### src/common/drive_pkg.sv
// Constants, register map and types of the drive status output block
package drive_pkg;

  localparam int CLK_PERIOD_NS = 10;
  localparam int READY_DELAY_NS = 10000;
  localparam int READY_CYCLES_I = (READY_DELAY_NS + CLK_PERIOD_NS - 1) / CLK_PERIOD_NS;
  localparam int READY_CNT_W = 10;
  localparam logic [READY_CNT_W-1:0] READY_LAST = READY_CNT_W'(READY_CYCLES_I - 1);

  localparam int NUM_TERM = 7;
  localparam int RUN_TERM = 0;
  localparam int RELAY_TERM = 6;
  localparam int CODE_W = 8;
  localparam logic [CODE_W-1:0] CODE_RUN = 8'h00;
  localparam logic [CODE_W-1:0] CODE_READY = 8'h0b;
  localparam logic [CODE_W-1:0] CODE_CDET = 8'h0c;
  localparam logic [CODE_W-1:0] CODE_FAULT = 8'h63;
  localparam logic [CODE_W-1:0] CODE_NEG_OFS = 8'h64;
  localparam logic [CODE_W-1:0] CODE_SPARE_RST = 8'h0b;

  localparam int CUR_W = 16;
  localparam int PROD_W = 24;
  localparam int LEVEL_W = 8;
  localparam int RATED_W = 16;
  localparam int DECEL_W = 24;
  localparam logic [LEVEL_W-1:0] LEVEL_RST = 8'h6e;
  localparam logic [RATED_W-1:0] RATED_RST = 16'h03e8;
  localparam logic [DECEL_W-1:0] DECEL_RST = 24'h0003e8;
  localparam logic [PROD_W-1:0] PCT_SCALE = 24'h000064;

  localparam int ADDR_W = 8;
  localparam int WORD_LSB = 2;
  localparam int TERM_IDX_W = 3;
  localparam logic [ADDR_W-1:0] OFS_CTRL = 8'h00;
  localparam logic [ADDR_W-1:0] OFS_STATUS = 8'h04;
  localparam logic [ADDR_W-1:0] OFS_DECEL = 8'h08;
  localparam logic [ADDR_W-1:0] OFS_LEVEL = 8'h0c;
  localparam logic [ADDR_W-1:0] OFS_RATED = 8'h10;
  localparam logic [ADDR_W-1:0] OFS_IRQ_STAT = 8'h14;
  localparam logic [ADDR_W-1:0] OFS_IRQ_MASK = 8'h18;
  localparam logic [ADDR_W-1:0] OFS_TERM_BASE = 8'h20;
  localparam int CTRL_FAULT_RESET_BIT = 0;

  localparam int STAT_FAULT = 0;
  localparam int STAT_READY = 1;
  localparam int STAT_RUN = 2;
  localparam int STAT_CDET = 3;
  localparam int STAT_STATE_LSB = 4;
  localparam int STATE_W = 3;

  localparam int IRQ_W = 5;
  localparam int IRQ_TRIP = 0;
  localparam int IRQ_READY = 1;
  localparam int IRQ_RUN_START = 2;
  localparam int IRQ_RUN_STOP = 3;
  localparam int IRQ_CDET = 4;

  localparam logic [1:0] RESP_OKAY = 2'h0;
  localparam logic [1:0] RESP_SLVERR = 2'h2;

  typedef enum logic [STATE_W-1:0] {ST_POWERUP, ST_READY, ST_RUN, ST_DECEL, ST_TRIP}
    drive_state_t;

  typedef struct packed {
    logic fault_trip_output;
    logic ready_status_output;
    logic running;
    logic current_detected_output;
  } drive_status_t;

  typedef struct packed {
    logic        awvalid;
    logic [31:0] awaddr;
    logic        wvalid;
    logic [31:0] wdata;
    logic [3:0]  wstrb;
    logic        bready;
    logic        arvalid;
    logic [31:0] araddr;
    logic        rready;
  } axil_req_t;

  typedef struct packed {
    logic        awready;
    logic        wready;
    logic        bvalid;
    logic [1:0]  bresp;
    logic        arready;
    logic        rvalid;
    logic [31:0] rdata;
    logic [1:0]  rresp;
  } axil_rsp_t;

endpackage

### src/hdl/sync2.sv
// Two-flop synchroniser for pin inputs
`timescale 1ns/100ps
module sync2 #(
  parameter int W = 1
) (
  input  wire logic         clock_in,
  input  wire logic         rst_in,
  input  wire logic [W-1:0] d_in,
  output logic      [W-1:0] q_out
);
  logic [W-1:0] meta_q;

  always_ff @(posedge clock_in) begin
    if (rst_in) begin
      meta_q <= '0;
      q_out  <= '0;
    end else begin
      meta_q <= d_in;
      q_out  <= meta_q;
    end
  end
endmodule // sync2

### src/hdl/terminal_select.sv
// Function code decoder for one output terminal
`timescale 1ns/100ps
module terminal_select
  import drive_pkg::*;
(
  input  wire logic [CODE_W-1:0] code_in,
  input  wire drive_status_t     status_in,
  output logic                   level_out
);
  logic              neg;
  logic [CODE_W-1:0] base;
  logic              sel;
  logic              known;

  assign neg = (code_in >= CODE_NEG_OFS);
  assign base = neg ? code_in - CODE_NEG_OFS : code_in;

  always_comb begin
    sel = 1'b0;
    known = 1'b1;
    case (base)
      CODE_FAULT: sel = status_in.fault_trip_output;
      CODE_READY: sel = status_in.ready_status_output;
      CODE_RUN:   sel = status_in.running;
      CODE_CDET:  sel = status_in.current_detected_output;
      default:    known = 1'b0;
    endcase
  end

  // Adding the offset inverts the sense
  assign level_out = known & (sel ^ neg);
endmodule // terminal_select

### src/hdl/drive_status_outputs.sv
// Drive state, status outputs, terminal routing and register slave
// How it works
// - Fault trips drive, stops output, flags fault
// - Fault output selectable negative: high when healthy
// - Ready asserted once powered and able to run
// - Running held through deceleration until output stops
// - Current detect while running, above programmable level, default 110%
// - Reset routes fault to relay, running to run
// - Codes 99/11/0/12; plus 100 selects negative
`timescale 1ns/100ps
module drive_status_outputs
  import drive_pkg::*;
(
  input  wire logic            clock_in,
  input  wire logic            rst_in,
  input  wire axil_req_t       axi_req_in,
  output axil_rsp_t            axi_rsp_out,
  input  wire logic            fault_detect_in,
  input  wire logic            power_good_in,
  input  wire logic            forward_start_input_in,
  input  wire logic            reverse_start_input_in,
  input  wire logic [CUR_W-1:0] motor_current_in,
  output logic                 drive_enable_out,
  output logic                 relay_contact_terminal_out,
  output logic                 running_terminal_out,
  output logic [NUM_TERM-3:0]  out_terminal_out,
  output logic                 irq_out
);

  function automatic logic reg_hit(input logic [31:0] a, input logic [ADDR_W-1:0] ofs);
    reg_hit = (a[31:ADDR_W] == '0) && (a[ADDR_W-1:WORD_LSB] == ofs[ADDR_W-1:WORD_LSB]);
  endfunction

  function automatic logic term_hit(input logic [31:0] a);
    term_hit = (a[31:ADDR_W] == '0)
      && (a[ADDR_W-1:WORD_LSB+TERM_IDX_W] == OFS_TERM_BASE[ADDR_W-1:WORD_LSB+TERM_IDX_W])
      && (a[WORD_LSB+:TERM_IDX_W] < TERM_IDX_W'(NUM_TERM));
  endfunction

  function automatic logic [31:0] wmerge(input logic [31:0] old, input logic [31:0] d,
                                         input logic [3:0] strb);
    for (int b = 0; b < 4; b++) begin
      if (strb[b]) begin
        old[b*8+:8] = d[b*8+:8];
      end
    end
    wmerge = old;
  endfunction

  // Pin synchronisers
  logic [3:0] pins_s;
  logic       fault_s;
  logic       power_s;
  logic       fwd_s;
  logic       rev_s;
  logic       start_s;

  sync2 #(.W(4)) u_pin_sync (
    .clock_in (clock_in),
    .rst_in   (rst_in),
    .d_in     ({fault_detect_in, power_good_in, forward_start_input_in,
                reverse_start_input_in}),
    .q_out    (pins_s)
  );

  assign {fault_s, power_s, fwd_s, rev_s} = pins_s;
  assign start_s = fwd_s | rev_s;

  drive_state_t            state_q;
  drive_state_t            state_d;
  logic [READY_CNT_W-1:0]  ready_cnt_q;
  logic [READY_CNT_W-1:0]  ready_cnt_d;
  logic [DECEL_W-1:0]      decel_cnt_q;
  logic [DECEL_W-1:0]      decel_cnt_d;
  logic [DECEL_W-1:0]      decel_q;
  logic [LEVEL_W-1:0]      level_q;
  logic [RATED_W-1:0]      rated_q;
  logic [CODE_W-1:0]       sel_q [NUM_TERM];
  logic [IRQ_W-1:0]        irq_stat_q;
  logic [IRQ_W-1:0]        irq_stat_d;
  logic [IRQ_W-1:0]        irq_mask_q;
  logic [IRQ_W-1:0]        irq_ev;
  drive_status_t           status_q;
  drive_status_t           status_d;
  logic [NUM_TERM-1:0]     term_q;
  logic [NUM_TERM-1:0]     term_w;
  logic                    drive_en_q;
  logic                    irq_q;
  logic                    fault_reset_w;
  logic                    running_w;
  logic                    over_w;
  logic [PROD_W-1:0]       cur_x100;
  logic [PROD_W-1:0]       thr;

  // Drive sequencing
  always_comb begin
    state_d = state_q;
    ready_cnt_d = ready_cnt_q;
    decel_cnt_d = decel_cnt_q;
    if (fault_s) begin
      state_d = ST_TRIP;
    end else if (!power_s && state_q != ST_TRIP) begin
      state_d = ST_POWERUP;
      ready_cnt_d = '0;
    end else begin
      case (state_q)
        ST_POWERUP: begin
          if (ready_cnt_q == READY_LAST) begin
            state_d = ST_READY;
          end else begin
            ready_cnt_d = ready_cnt_q + 1'b1;
          end
        end
        ST_READY: begin
          if (start_s) begin
            state_d = ST_RUN;
          end
        end
        ST_RUN: begin
          if (!start_s) begin
            state_d = ST_DECEL;
            decel_cnt_d = decel_q;
          end
        end
        ST_DECEL: begin
          if (start_s) begin
            state_d = ST_RUN;
          end else if (decel_cnt_q == '0) begin
            state_d = ST_READY;
          end else begin
            decel_cnt_d = decel_cnt_q - 1'b1;
          end
        end
        ST_TRIP: begin
          if (fault_reset_w) begin
            state_d = ST_POWERUP;
            ready_cnt_d = '0;
          end
        end
        default: state_d = ST_POWERUP;
      endcase
    end
  end

  // Status derivation
  assign running_w = (state_q == ST_RUN) || (state_q == ST_DECEL);
  assign cur_x100 = PROD_W'(motor_current_in) * PCT_SCALE;
  assign thr = PROD_W'(rated_q) * PROD_W'(level_q);
  assign over_w = cur_x100 > thr;
  assign status_d.fault_trip_output = (state_q == ST_TRIP);
  assign status_d.ready_status_output = running_w || (state_q == ST_READY);
  assign status_d.running = running_w;
  assign status_d.current_detected_output = running_w && over_w;

  assign irq_ev[IRQ_TRIP] = status_d.fault_trip_output & ~status_q.fault_trip_output;
  assign irq_ev[IRQ_READY] = status_d.ready_status_output & ~status_q.ready_status_output;
  assign irq_ev[IRQ_RUN_START] = status_d.running & ~status_q.running;
  assign irq_ev[IRQ_RUN_STOP] = ~status_d.running & status_q.running;
  assign irq_ev[IRQ_CDET] =
    status_d.current_detected_output & ~status_q.current_detected_output;

  // Terminal function selection
  for (genvar i = 0; i < NUM_TERM; i++) begin : g_term
    terminal_select u_sel (
      .code_in   (sel_q[i]),
      .status_in (status_q),
      .level_out (term_w[i])
    );
  end

  // Register slave
  axil_rsp_t                rsp_q;
  logic                     aw_full_q;
  logic                     w_full_q;
  logic [31:0]              awaddr_q;
  logic [31:0]              wdata_q;
  logic [3:0]               wstrb_q;
  logic                     aw_take;
  logic                     w_take;
  logic                     ar_take;
  logic                     wr_fire;
  logic                     aw_full_d;
  logic                     w_full_d;
  logic                     bvalid_d;
  logic                     rvalid_d;
  logic [31:0]              wr_addr;
  logic [31:0]              wr_data;
  logic [3:0]               wr_strb;
  logic                     wr_term;
  logic                     wr_ok;
  logic [TERM_IDX_W-1:0]    wr_idx;
  logic [TERM_IDX_W-1:0]    rd_idx;
  logic [31:0]              decel_m;
  logic [31:0]              level_m;
  logic [31:0]              rated_m;
  logic [31:0]              mask_m;
  logic [31:0]              term_m;
  logic [31:0]              status_word;
  logic [31:0]              rd_word;
  logic                     rd_ok;
  logic                     irq_clr;

  assign aw_take = axi_req_in.awvalid & rsp_q.awready;
  assign w_take = axi_req_in.wvalid & rsp_q.wready;
  assign ar_take = axi_req_in.arvalid & rsp_q.arready;
  assign wr_fire = (aw_full_q | aw_take) & (w_full_q | w_take);
  assign aw_full_d = (aw_full_q | aw_take) & ~wr_fire;
  assign w_full_d = (w_full_q | w_take) & ~wr_fire;
  assign bvalid_d = wr_fire | (rsp_q.bvalid & ~axi_req_in.bready);
  assign rvalid_d = ar_take | (rsp_q.rvalid & ~axi_req_in.rready);

  assign wr_addr = aw_take ? axi_req_in.awaddr : awaddr_q;
  assign wr_data = w_take ? axi_req_in.wdata : wdata_q;
  assign wr_strb = w_take ? axi_req_in.wstrb : wstrb_q;
  assign wr_idx = wr_addr[WORD_LSB+:TERM_IDX_W];
  assign wr_term = term_hit(wr_addr);
  assign wr_ok = wr_term || reg_hit(wr_addr, OFS_CTRL) || reg_hit(wr_addr, OFS_STATUS)
    || reg_hit(wr_addr, OFS_DECEL) || reg_hit(wr_addr, OFS_LEVEL)
    || reg_hit(wr_addr, OFS_RATED) || reg_hit(wr_addr, OFS_IRQ_STAT)
    || reg_hit(wr_addr, OFS_IRQ_MASK);
  assign decel_m = wmerge(32'(decel_q), wr_data, wr_strb);
  assign level_m = wmerge(32'(level_q), wr_data, wr_strb);
  assign rated_m = wmerge(32'(rated_q), wr_data, wr_strb);
  assign mask_m = wmerge(32'(irq_mask_q), wr_data, wr_strb);
  assign term_m = wmerge(32'(sel_q[wr_idx]), wr_data, wr_strb);
  assign fault_reset_w = wr_fire && reg_hit(wr_addr, OFS_CTRL) && wr_strb[0]
    && wr_data[CTRL_FAULT_RESET_BIT];

  always_comb begin
    status_word = '0;
    status_word[STAT_FAULT] = status_q.fault_trip_output;
    status_word[STAT_READY] = status_q.ready_status_output;
    status_word[STAT_RUN] = status_q.running;
    status_word[STAT_CDET] = status_q.current_detected_output;
    status_word[STAT_STATE_LSB+:STATE_W] = state_q;
  end

  assign rd_idx = axi_req_in.araddr[WORD_LSB+:TERM_IDX_W];
  assign rd_word =
    reg_hit(axi_req_in.araddr, OFS_STATUS)   ? status_word :
    reg_hit(axi_req_in.araddr, OFS_DECEL)    ? 32'(decel_q) :
    reg_hit(axi_req_in.araddr, OFS_LEVEL)    ? 32'(level_q) :
    reg_hit(axi_req_in.araddr, OFS_RATED)    ? 32'(rated_q) :
    reg_hit(axi_req_in.araddr, OFS_IRQ_STAT) ? 32'(irq_stat_q) :
    reg_hit(axi_req_in.araddr, OFS_IRQ_MASK) ? 32'(irq_mask_q) :
    term_hit(axi_req_in.araddr)              ? 32'(sel_q[rd_idx]) : 32'h0000_0000;
  assign rd_ok = term_hit(axi_req_in.araddr) || reg_hit(axi_req_in.araddr, OFS_CTRL)
    || reg_hit(axi_req_in.araddr, OFS_STATUS) || reg_hit(axi_req_in.araddr, OFS_DECEL)
    || reg_hit(axi_req_in.araddr, OFS_LEVEL) || reg_hit(axi_req_in.araddr, OFS_RATED)
    || reg_hit(axi_req_in.araddr, OFS_IRQ_STAT)
    || reg_hit(axi_req_in.araddr, OFS_IRQ_MASK);

  // Read clears, a new event wins
  assign irq_clr = ar_take && reg_hit(axi_req_in.araddr, OFS_IRQ_STAT);
  assign irq_stat_d = (irq_stat_q & ~{IRQ_W{irq_clr}}) | irq_ev;

  always_ff @(posedge clock_in) begin
    if (rst_in) begin
      rsp_q     <= '0;
      aw_full_q <= 1'b0;
      w_full_q  <= 1'b0;
      awaddr_q  <= '0;
      wdata_q   <= '0;
      wstrb_q   <= '0;
    end else begin
      aw_full_q     <= aw_full_d;
      w_full_q      <= w_full_d;
      rsp_q.awready <= ~aw_full_d & ~bvalid_d;
      rsp_q.wready  <= ~w_full_d & ~bvalid_d;
      rsp_q.bvalid  <= bvalid_d;
      rsp_q.arready <= ~rvalid_d;
      rsp_q.rvalid  <= rvalid_d;
      if (aw_take) begin
        awaddr_q <= axi_req_in.awaddr;
      end
      if (w_take) begin
        wdata_q <= axi_req_in.wdata;
        wstrb_q <= axi_req_in.wstrb;
      end
      if (wr_fire) begin
        rsp_q.bresp <= wr_ok ? RESP_OKAY : RESP_SLVERR;
      end
      if (ar_take) begin
        rsp_q.rdata <= rd_word;
        rsp_q.rresp <= rd_ok ? RESP_OKAY : RESP_SLVERR;
      end
    end
  end

  // Settings and selectors
  always_ff @(posedge clock_in) begin
    if (rst_in) begin
      decel_q    <= DECEL_RST;
      level_q    <= LEVEL_RST;
      rated_q    <= RATED_RST;
      irq_mask_q <= '0;
      for (int i = 0; i < NUM_TERM; i++) begin
        sel_q[i] <= CODE_SPARE_RST;
      end
      sel_q[RELAY_TERM] <= CODE_FAULT;
      sel_q[RUN_TERM]   <= CODE_RUN;
    end else if (wr_fire) begin
      if (reg_hit(wr_addr, OFS_DECEL)) begin
        decel_q <= decel_m[DECEL_W-1:0];
      end
      if (reg_hit(wr_addr, OFS_LEVEL)) begin
        level_q <= level_m[LEVEL_W-1:0];
      end
      if (reg_hit(wr_addr, OFS_RATED)) begin
        rated_q <= rated_m[RATED_W-1:0];
      end
      if (reg_hit(wr_addr, OFS_IRQ_MASK)) begin
        irq_mask_q <= mask_m[IRQ_W-1:0];
      end
      if (wr_term) begin
        sel_q[wr_idx] <= term_m[CODE_W-1:0];
      end
    end
  end

  // Drive state and outputs
  always_ff @(posedge clock_in) begin
    if (rst_in) begin
      state_q     <= ST_POWERUP;
      ready_cnt_q <= '0;
      decel_cnt_q <= '0;
      status_q    <= '0;
      term_q      <= '0;
      drive_en_q  <= 1'b0;
      irq_stat_q  <= '0;
      irq_q       <= 1'b0;
    end else begin
      state_q     <= state_d;
      ready_cnt_q <= ready_cnt_d;
      decel_cnt_q <= decel_cnt_d;
      status_q    <= status_d;
      term_q      <= term_w;
      drive_en_q  <= running_w;
      irq_stat_q  <= irq_stat_d;
      irq_q       <= |(irq_stat_d & irq_mask_q);
    end
  end

  assign axi_rsp_out = rsp_q;
  assign drive_enable_out = drive_en_q;
  assign relay_contact_terminal_out = term_q[RELAY_TERM];
  assign running_terminal_out = term_q[RUN_TERM];
  assign out_terminal_out = term_q[RELAY_TERM-1:RUN_TERM+1];
  assign irq_out = irq_q;

  // Code checks on every terminal
  for (genvar i = 0; i < NUM_TERM; i++) begin : g_code_chk

  end
endmodule // drive_status_outputs

### config.mk
export PLATFORM = sky130hd
export DESIGN_NAME = drive_status_outputs
export DESIGN_NICKNAME = d
export VERILOG_FILES = /design/src/common/drive_pkg.sv /design/src/hdl/sync2.sv /design/src/hdl/terminal_select.sv /design/src/hdl/drive_status_outputs.sv
export SDC_FILE = /design/constraint.sdc
export NUM_CORES = 1
export LEC_CHECK = 0
export BUFFER_PORTS_ARGS = -buffer_cell sky130_fd_sc_hd__buf_2
export CAP_MARGIN = 15
export CORE_MARGIN = 4
export CORE_UTILIZATION = 55
export CTS_CLUSTER_SIZE = 8
export DETAILED_ROUTE_END_ITERATION = 6
export PLACE_DENSITY = 0.73
export SLEW_MARGIN = 30
export SYNTH_ARGS = -nofsm -noshare
export SYNTH_HDL_FRONTEND = slang
export SYNTH_SLANG_ARGS = --single-unit
### constraint.sdc
create_clock -name clock_in -period 7.05 [get_ports clock_in]
set_clock_uncertainty 0.2 [all_clocks]
set_input_delay 0.705 -clock clock_in [delete_from_list [all_inputs] [get_ports clock_in]]
set_output_delay 0.705 -clock clock_in [all_outputs]
set_load 0.03 [all_outputs]
==> metrics.md, run 1 <==
| Metric | Value |
|---|---|
| Final hold violation count | 0 |
| Core ar. | 0.0354 mm² |
| Row count | 69 |
| Pin count of the biggest net entering global routing | 99 |
| Library cells used by synthesis | 89 |
| Worst Setup End Kind | flop |
| Pre-CTS setup slack | 0.233 ns |
| Hold/Removal Path Class | primary input to flop |
| Clock Tree Buf Depth | 3 |
| Max cap viols | 0 |
| DP Cell Count | 2834 |
| Drt total wl | 50200 µm |
| Cts bufs inserted | 39 |
| RSZ-0062 raised after global routing | no |
| Detail Placement HPWL | between 30000 and 40000 µm |
| CP Class | flop to flop |
| Insertion delay to the later sink of the worst-skew pair | roughly 0.53 ns |
| Final ANT Viol Nets | 0 |
| Post-Syn Instances | ~2300 |
| Total power | around 4.0 mW |
| Vias in the first global route | ~17000 |
| Startpoint Class | flop |
| Crit-path max FO | 10 |
| Worst hold slack | 0.196 ns |
| Post-CTS resize count | 0 |
| F_max | 151 MHz |
| Synth warnings | 0 |
| Relative slew slack | 0.357 |
| Starting Density | 0.556 |
| Post-synth EDFFs | 48 |
| ANT cells | 0 |
| Die area | 0.0389 mm² |
| Syn avg cell area | between 8 and 9 µm² |
| Setup Buffers After CTS | 0 |
| CTS tree | built |
| CP max stage cell | dfxtp_1 |
| First-pass GRT wire length | 82800 µm |
| Final Setup Violations | 0 |
| DRC violations left | 0 |
| Final Max Tran Viols | 0 |
| Port Buf Inserts | 153 |
| DR vias | between 15000 and 20000 |
| Worst path arrival time | 6.81 ns |
| Worst Tran Pin Value | 0.960 ns |
| CP Data Required Time | 7.23 ns |
| GRT Overall Usage | 0.254 |
| Hold Buf Count CTS | 0 |
| Most used DFF post-synth | dfxtp_1 |
| Wire length per cell | 17.4 µm |
| Pwr/cell area | 183 mW/mm² |
| Maximum vdd ir drop | 0.260 mV |
| CP dominant cell by count | fa_1 |
| Post-synthesis register bit count | around 270 |
| Final period util | 0.940 |
| Post-layout min period | 6.63 ns |
| Die Wd | 197 µm |
| Vias per cell | around 5.9 |
| Ys async rst share | 0 |
| Outcome | completed |
| Fraction of layout instances using a drive strength above 1 | 0.126 |
| H-tree depth | 2 |
| Sum of negative setup slack | 0 ns |
| LEAKAGE | 9.32 nW |
| Mapped cell area | around 0.02 mm² |
| I/O pin cnt | 177 |
| Drt pass-1 iters | 6 |
| Die Ht | 197 µm |
| Seq/Total Area, Yosys | 0.298 |
| Clock-pin slew of the registers on the worst-case setup and hold paths | roughly 0.060 ns |
| Starting DRT DRC Count | 1403 |
| Placer congestion estimate | between 0.9 and 1 |
| CTS sink count | 269 |
| CTS Root Cell | clkbuf_16 |
| Layout Cells excl Fill | about 2900 |
| Initial antenna violation count | 0 |
| Worst path max stage delay | 0.52 ns |
| Nets | 2769 |
| Area growth, synth to finish | 11.1% |
| Aggregate global routing overflow | 0 |
| Post-route worst setup slack | 0.423 ns |
where the power goes:
group          total [mW]  internal [mW]  switching (mW)  leakage (nW)
clock                1.67           1.02           0.656         0.517
combinational       0.697          0.284           0.413          6.57
sequential           1.63           1.60          0.0305          2.22
path summary, 6_finish.rpt:
path,to,cells after the start,slack [ns],startpoint
min reg2reg,u_pin_sync.q_out[0],1,0.23,u_pin_sync.meta_q[0]
min,u_pin_sync.meta_q[3],2,0.20,fault_detect_in
max,irq_out,26,0.42,rated_q[3]
max reg2reg,irq_out,26,0.42,rated_q[3]
area by class of cell:
cell class | instances | area, µm²
Timing Repair Buffer | 180 | 975
Sequential cell | 269 | 5870
Clock inverter | 2 | 25.0
Fill cell | 3043 | 13500
Clock buffer | 51 | 1040
Multi-Input combinational cell | 1733 | 12700
Tap cell | 461 | 577
Inverter | 191 | 717
worst max-delay path: cells and delay by family, from the launching register on:
kind                     cells  cell delay [ns]
adder cells (fa/ha/maj)      6             2.66
AO/OA/AOI/OAI               10             2.03
AND/OR/NAND/NOR              5             0.54
flip-flops                   1             0.52
buffers and inverters        4             0.34
XOR/XNOR                     1             0.19
per-stage QoR:
stage          utilization  instance area, µm²
2_1_floorplan            -               19700
3_3_place_gp         0.586               20700
3_5_place_dp         0.587               20800
4_1_cts              0.617               21800
5_1_grt              0.618               21900
6_report             0.618               21900
layout by cell type, fill, tap and decap left out, types with 7 or more instances in the layout:
cell       instances
nor4_1            32
o211ai_1          19
buf_4             27
a21oi_1          128
edfxtp_1          48
a31oi_1           18
dfxtp_1          216
fa_1              95
clkbuf_1          11
and2_1           111
a21o_1            21
nor3_1            62
conb_1            18
nor2b_1           29
a22oi_1           16
a211oi_1          60
nand2_1          215
nand2b_1          20
a211o_1           10
inv_1            190
or3_1             32
buf_2            152
nand3_1           50
mux4_2            17
mux2i_1           44
a311oi_1           7
or2_2             17
nand4_1           16
o21ai_0           81
a221oi_1          22
xor2_1            14
nor2_1           241
clkbuf_16         40
ha_1             133
xnor2_1           37
and3_1            14
registers in the layout (all words and copies together), names as in the netlist, 4 cells and up:
| register | flops |
|---|---|
| sel_q | 64 |
| axi_rsp_out | 31 |
| awaddr_q | 30 |
| decel_cnt_q | 24 |
| decel_q | 24 |
| wdata_q | 24 |
| rated_q | 16 |
| ready_cnt_q | 10 |
| level_q | 8 |
| term_q | 7 |
| irq_mask_q | 5 |
| irq_stat_q | 5 |
| u_pin_sync.meta_q | 4 |
| u_pin_sync.q_out | 4 |
logic make-up (layout without fill, tap and decap cells):
logic type | after synthesis | count (layout) | share of synthesized area
AND/OR/NAND/NOR | 900 | 900 | 0.228
AO/OA/AOI/OAI | 465 | 465 | 0.157
buffers and inverters | 328 | 424 | 0.0659
flip-flops | 269 | 269 | 0.298
adder cells (fa/ha/maj) | 228 | 228 | 0.181
multiplexers | 71 | 71 | 0.0472
XOR/XNOR | 51 | 51 | 0.0227
other | 1 | 18 | 0.000191
Yosys cell counts (all sizes together) (17+ instances only):
cell type	n	area (µm²)
o21ai	84	420
mux2i	49	490
clkbuf	101	379
inv	191	717
nand3	50	250
a211oi	61	463
nor2	244	933
or3	33	211
a31oi	18	113
nand2	217	815
nor3	67	345
edfxtp	48	1440
xnor2	37	324
dfxtp	221	4420
or2	20	125
nand2b	20	125
nor2b	29	181
fa	95	1900
a21o	21	158
nor4	35	238
a221oi	23	208
o211ai	19	143
ha	133	1660
a21oi	128	641
buf	36	201
and2	111	694
mux4	17	383
layer usage:
metal / wire length [µm] / global-route usage / vias up
li1: - / - / 8237
met1: 21300 / 0.334 / 8160
met2: 24000 / 0.430 / 552
met3: 3280 / 0.0430 / 113
met4: 1600 / 0.0806 / 0
met5: 0 / 0 / -
(Power assumes the default switching activity.)
==> run 2: changes to the inputs <==
--- a/config.mk
+++ b/config.mk
@@ -11,6 +11,7 @@
 export CORE_UTILIZATION = 55
 export CTS_CLUSTER_SIZE = 8
 export DETAILED_ROUTE_END_ITERATION = 6
+export MAX_ROUTING_LAYER = met4
 export PLACE_DENSITY = 0.73
 export SLEW_MARGIN = 30
 export SYNTH_ARGS = -nofsm -noshare
==> metrics.md, run 2 (synthesized netlist as in run 1, its figures left out) <==
| Metric | Value |
|---|---|
| Outcome | completed |
| Fraction of layout instances using a drive strength above 1 | 0.125 |
| Worst hold slack | around 0.20 ns |
| Hold/Removal Path Class | primary input to flop |
| Final period util | 0.943 |
| P_int | 2.89 mW |
| Post-layout min period | approximately 6.6 ns |
| Max reg flops | 64 |
| Insertion delay to the later sink of the worst-skew pair | 0.54 ns |
| R2r setup slk | 0.40 ns |
| Drt pass-1 iters | 6 |
| Hold wc startpoint | fault_detect_in |
| Setup Buffers After CTS | 0 |
| Worst path max stage delay | ~0.55 ns |
| CP Data Required Time | just over 7 ns |
| Part of the power in the clock network | 0.418 |
| Worst path arrival time | a little under 7 ns |
| Final Setup Violations | 0 |
| Vias in the first global route | about 16000 |
| Worst r2r path cells | 26 |
| RSZ-0062 raised after global routing | no |
| LEAKAGE | roughly 9.3 nW |
| Clock-pin slew of the registers on the worst-case setup and hold paths | 0.06 ns |
| Leading cell type in the layout, fill and taps excluded | nor2_1 |
| H-tree depth | 2 |
| Worst Setup End Kind | flop |
| Starting Density | 0.556 |
| Sequential Power Share | 0.410 |
| Starting DRT DRC Count | 1523 |
| F_max | 150 MHz |
| Row count | 69 |
| FF-to-FF End | irq_stat_q[4] |
| Final Max Tran Viols | 0 |
| Met3 GRT Util | 0.0316 |
| Pin count of the biggest net entering global routing | roughly 110 |
| P_sw | around 1.1 mW |
| CTS Root Cell | clkbuf_16 |
| Post-CTS resize count | 0 |
| Grt met1 use | 0.347 |
| CP max stage cell | fa_1 |
| Buffers and inverters on the worst path | 4 |
| CP dominant cell by count | fa_1 |
| Startpoint Class | flop |
| CTS tree | built |
| GRT Overall Usage | 0.261 |
| RR Startpoint | rated_q[2] |
| CTS sink count | 269 |
| Final hold violation count | 0 |
| Combinational group share of total power | 0.172 |
| Clock Tree Buf Depth | 3 |
| Pwr/cell area | 182 mW/mm² |
| Die Wd | 197 µm |
| Drt total wl | 50100 µm |
| DR vias | approximately 17000 |
| Maximum vdd ir drop | 0.218 mV |
| Placer congestion estimate | 0.940 |
| Hold Crit Depth | 2 |
| Vias per cell | around 5.9 |
| CP Class | flop to flop |
| Port Buf Inserts | 153 |
| Detail Placement HPWL | 37300 µm |
| Final ANT Viol Nets | 0 |
| Initial antenna violation count | 0 |
| Aggregate global routing overflow | 0 |
| Crit-path max FO | 10 |
| Area growth, synth to finish | 11.1% |
| Cts bufs inserted | 39 |
| Wire length per cell | 17.3 µm |
| Die area | about 0.04 mm² |
| Largest Register | sel_q |
| Core ar. | between 0.03 and 0.04 mm² |
| Die Ht | 197 µm |
| Hold Buf Count CTS | 0 |
| Worst Hold End | u_pin_sync.meta_q[3] |
| Sw Share | 0.274 |
| Relative slew slack | 0.367 |
| Worst Tran Pin Value | 0.931 ns |
| Met2 Use GR | 0.425 |
| Nets | 2768 |
| ANT cells | 0 |
| I/O pin cnt | between 150 and 200 |
| Top Family by Delay on Critical Path | adder cells |
| Sum of negative setup slack | 0 ns |
| Max cap viols | 0 |
| Gr busiest metal | met2 |
| DRC violations left | 0 |
| First-pass GRT wire length | 82400 µm |
| Most frequent cells in the layout | nor2_1, dfxtp_1, nand2_1 |
run 2: cell count changes in the layout (fill, tap and decap cells not counted):
cell	change
mux2i_2	+2
dfxtp_2	-2
nor3_4	+1
mux2i_1	-1
clkbuf_16	-1
clkinv_8	-1
nor3_2	-1
dfxtp_1	+2
mux2i_4	-1
buf_4	-1
clkbuf_8	+1
inv_6	+2
run 2: final cells by class:
| class | count | area, µm² |
|---|---|---|
| clock buffer | 51 | 1030 |
| inverter | 191 | 717 |
| sequential | 269 | 5870 |
| clock inverter | 3 | 26.3 |
| timing repair buffer | 179 | 967 |
| multi-input combinational | 1733 | 12700 |
| tap | 461 | 577 |
| fill | 3074 | 13500 |
run 2: power by group through the flow:
stage                     clock (mW)  sequential, mW  combinational [mW]
after detailed placement           0            1.66               0.678
after CTS                       1.68            1.63               0.684
final                           1.66            1.63               0.686
after global routing            1.75            1.64               0.779
after global placement             0            1.66               0.660
after floorplan                    0            1.66               0.497
run 2: worst max path at each step:
stage	start	end	depth (start not counted)
2_1_floorplan	level_q[7]	irq_stat_q[4]	26
3_3_place_gp	level_q[6]	irq_out	26
3_5_place_dp	level_q[6]	irq_stat_q[4]	26
4_1_cts	level_q[6]	irq_stat_q[4]	26
5_1_grt	rated_q[1]	irq_stat_q[4]	26
6_report	rated_q[2]	irq_stat_q[4]	26
run 2: per-stage QoR:
step / std cells / area, µm² / power, mW / utilization / setup WS [ns]
floorplan: 2330 / 19700 / 2.16 / - / 0.814
global placement: 2833 / 20700 / 2.32 / 0.586 / 0.435
detailed placement: 2833 / 20800 / 2.34 / 0.587 / 0.241
CTS: 2887 / 21800 / 4.00 / 0.617 / 0.270
global route: 2887 / 21900 / 4.17 / 0.618 / 0.0125
finish: 2887 / 21900 / 3.98 / 0.618 / 0.401
run 2: layer usage:
metal | share of wire | wire (µm)
met3 | 0.062 | 3120
met2 | 0.48 | 24000
met4 | 0.028 | 1400
met1 | 0.43 | 21500
met5 | 0 | 0
==> run 3: changes to the inputs <==
--- a/config.mk
+++ b/config.mk
@@ -12,7 +12,7 @@
 export CTS_CLUSTER_SIZE = 8
 export DETAILED_ROUTE_END_ITERATION = 6
 export MAX_ROUTING_LAYER = met4
-export PLACE_DENSITY = 0.73
+export PLACE_DENSITY_LB_ADDON = 0.3
 export SLEW_MARGIN = 30
 export SYNTH_ARGS = -nofsm -noshare
 export SYNTH_HDL_FRONTEND = slang
==> metrics.md, run 3 (synthesized netlist as in run 1, its figures left out) <==
| Metric | Value |
|---|---|
| Worst Tran Pin Value | about 1.1 ns |
| Leading cell type in the layout, fill and taps excluded | nor2_1 |
| Hold/Removal Path Class | primary input to flop |
| Nets | 2765 |
| I/O pin cnt | 177 |
| Final hold violation count | 0 |
| Worst r2r path cells | 23 |
| CP Class | flop to flop |
| CP Cell Sequence | and2_1 -> fa_1 -> fa_1 -> fa_1 -> inv_1 -> fa_1 -> inv_1 -> ha_1 -> a211o_1 -> nor2_1 -> a211oi_1 -> o41a_1 -> a221oi_1 -> a21oi_1 -> nor2_1 -> xor2_1 -> ha_1 -> nand3_1 -> nor4_2 -> buf_4 -> a311oi_1 -> nand3_1 -> o31ai_1 |
| Row count | between 60 and 70 |
| Outcome | completed |
| Initial antenna violation count | 0 |
| Die Ht | 197 µm |
| Post-layout min period | 6.63 ns |
| Vias in the first global route | roughly 17000 |
| Cts bufs inserted | 39 |
| DR vias | between 15000 and 20000 |
| Die area | 0.0389 mm² |
| RSZ-0062 raised after global routing | no |
| Starting Density | 0.556 |
| Port Buf Inserts | 153 |
| Starting DRT DRC Count | 1442 |
| Fraction of layout instances using a drive strength above 1 | 0.124 |
| CP Data Required Time | ~7.3 ns |
| CTS tree | built |
| Largest Register | sel_q |
| Core ar. | 0.0354 mm² |
| CP endpoint | irq_out |
| Clock-pin slew of the registers on the worst-case setup and hold paths | 0.05 ns |
| Final Max Tran Viols | 0 |
| Die Wd | 197 µm |
| Pwr/cell area | 184 mW/mm² |
| Worst path arrival time | 6.86 ns |
| FF-to-FF End | irq_out |
| Maximum vdd ir drop | 0.192 mV |
| Startpoint Class | flop |
| Placer congestion estimate | 0.920 |
| CTS Root Cell | clkbuf_16 |
| # fillers | 3044 |
| Final period util | 0.941 |
| Detail Placement HPWL | between 30000 and 40000 µm |
| Max reg flops | 64 |
| Drt total wl | 50200 µm |
| Most frequent cells in the layout | nor2_1, nand2_1, dfxtp_1 |
| Wire length per cell | ~17 µm |
| R2r setup slk | 0.42 ns |
| Clock Tree Buf Depth | 3 |
| GRT Overall Usage | 0.262 |
| RR Startpoint | rated_q[4] |
| Final Setup Violations | 0 |
| CP max stage cell | fa_1 |
| CP dominant cell by count | fa_1 |
| Worst Setup End Kind | flop |
| Final core occ | 0.617 |
| Final ANT Viol Nets | 0 |
| CTS sink count | 269 |
| LEAKAGE | 9.30 nW |
| Max cap viols | 0 |
| DRC violations left | 0 |
| H-tree depth | 2 |
| Crit-path max FO | 10 |
| Relative slew slack | 0.270 |
| Sum of negative setup slack | 0 ns |
| Worst path max stage delay | 0.55 ns |
| Pin count of the biggest net entering global routing | just over 100 |
| Drt pass-1 iters | 6 |
| F_max | roughly 150 MHz |
| ANT cells | 0 |
| Insertion delay to the later sink of the worst-skew pair | 0.53 ns |
| Setup Buffers After CTS | 0 |
| Aggregate global routing overflow | 0 |
| First-pass GRT wire length | 82600 µm |
| Area growth, synth to finish | 11.0% |
| Vias per cell | 5.95 |
| Worst Setup SP | rated_q[4] |
[run 3: per-layer routing]
layer | vias up | track usage | share of wire | wire length [µm]
li1 | 8237 | - | - | -
met1 | 8213 | 0.345 | 0.43 | 21500
met2 | 577 | 0.429 | 0.48 | 24100
met3 | 106 | 0.0305 | 0.062 | 3110
met4 | 0 | 0.0760 | 0.029 | 1450
met5 | - | - | 0 | 0
[run 3: final cells by class]
cell class                 instances  area, µm²  share of cell area
clock buffer                      51       1070              0.0491
inverter                         191        717              0.0328
multi-input combinational       1733      12700               0.580
sequential                       269       5870               0.269
tap                              461        577              0.0264
timing repair buffer             176        948              0.0434
[run 3: power breakdown]
group          leakage (nW)  internal [mW]  switching (mW)
sequential             2.22           1.60          0.0312
combinational          6.55          0.282           0.410
clock                 0.523           1.04           0.644
[run 3: critical path: cells and delay by family (launching register included)]
kind	cells	cell delay [ns]
adder cells (fa/ha/maj)	6	2.65
AND/OR/NAND/NOR	6	0.82
AO/OA/AOI/OAI	7	1.92
buffers and inverters	3	0.24
XOR/XNOR	1	0.16
flip-flops	1	0.54
[run 3: worst min-delay path by stage]
stage	from	endpoint	slack (ns)	cells past startpoint
after CTS	forward_start_input_in	u_pin_sync.meta_q[1]	0.19	2
after floorplan	u_pin_sync.meta_q[0]	u_pin_sync.q_out[0]	0.21	1
final	forward_start_input_in	u_pin_sync.meta_q[1]	0.21	2
after global placement	u_pin_sync.meta_q[2]	u_pin_sync.q_out[2]	0.22	1
after detailed placement	u_pin_sync.meta_q[3]	u_pin_sync.q_out[3]	0.22	1
after global routing	forward_start_input_in	u_pin_sync.meta_q[1]	0.20	2
[run 3: metrics by stage]
stage	area, µm²	total power [mW]	hold slack (ns)	worst slack (ns)	instances
6_report	21900	4.01	0.210	0.419	2881
5_1_grt	21900	4.19	0.204	0.0237	2881
4_1_cts	21800	4.02	0.190	0.169	2881
3_5_place_dp	20800	2.34	0.225	0.188	2830
3_3_place_gp	20700	2.32	0.217	0.355	2830
2_1_floorplan	19700	2.16	0.214	0.814	2330
[run 3: what timing repair did]
item / CTS / global route
hold buffers: 0 / 0
setup endpoints to repair: 0 / 3
gates resized for setup: 0 / 8
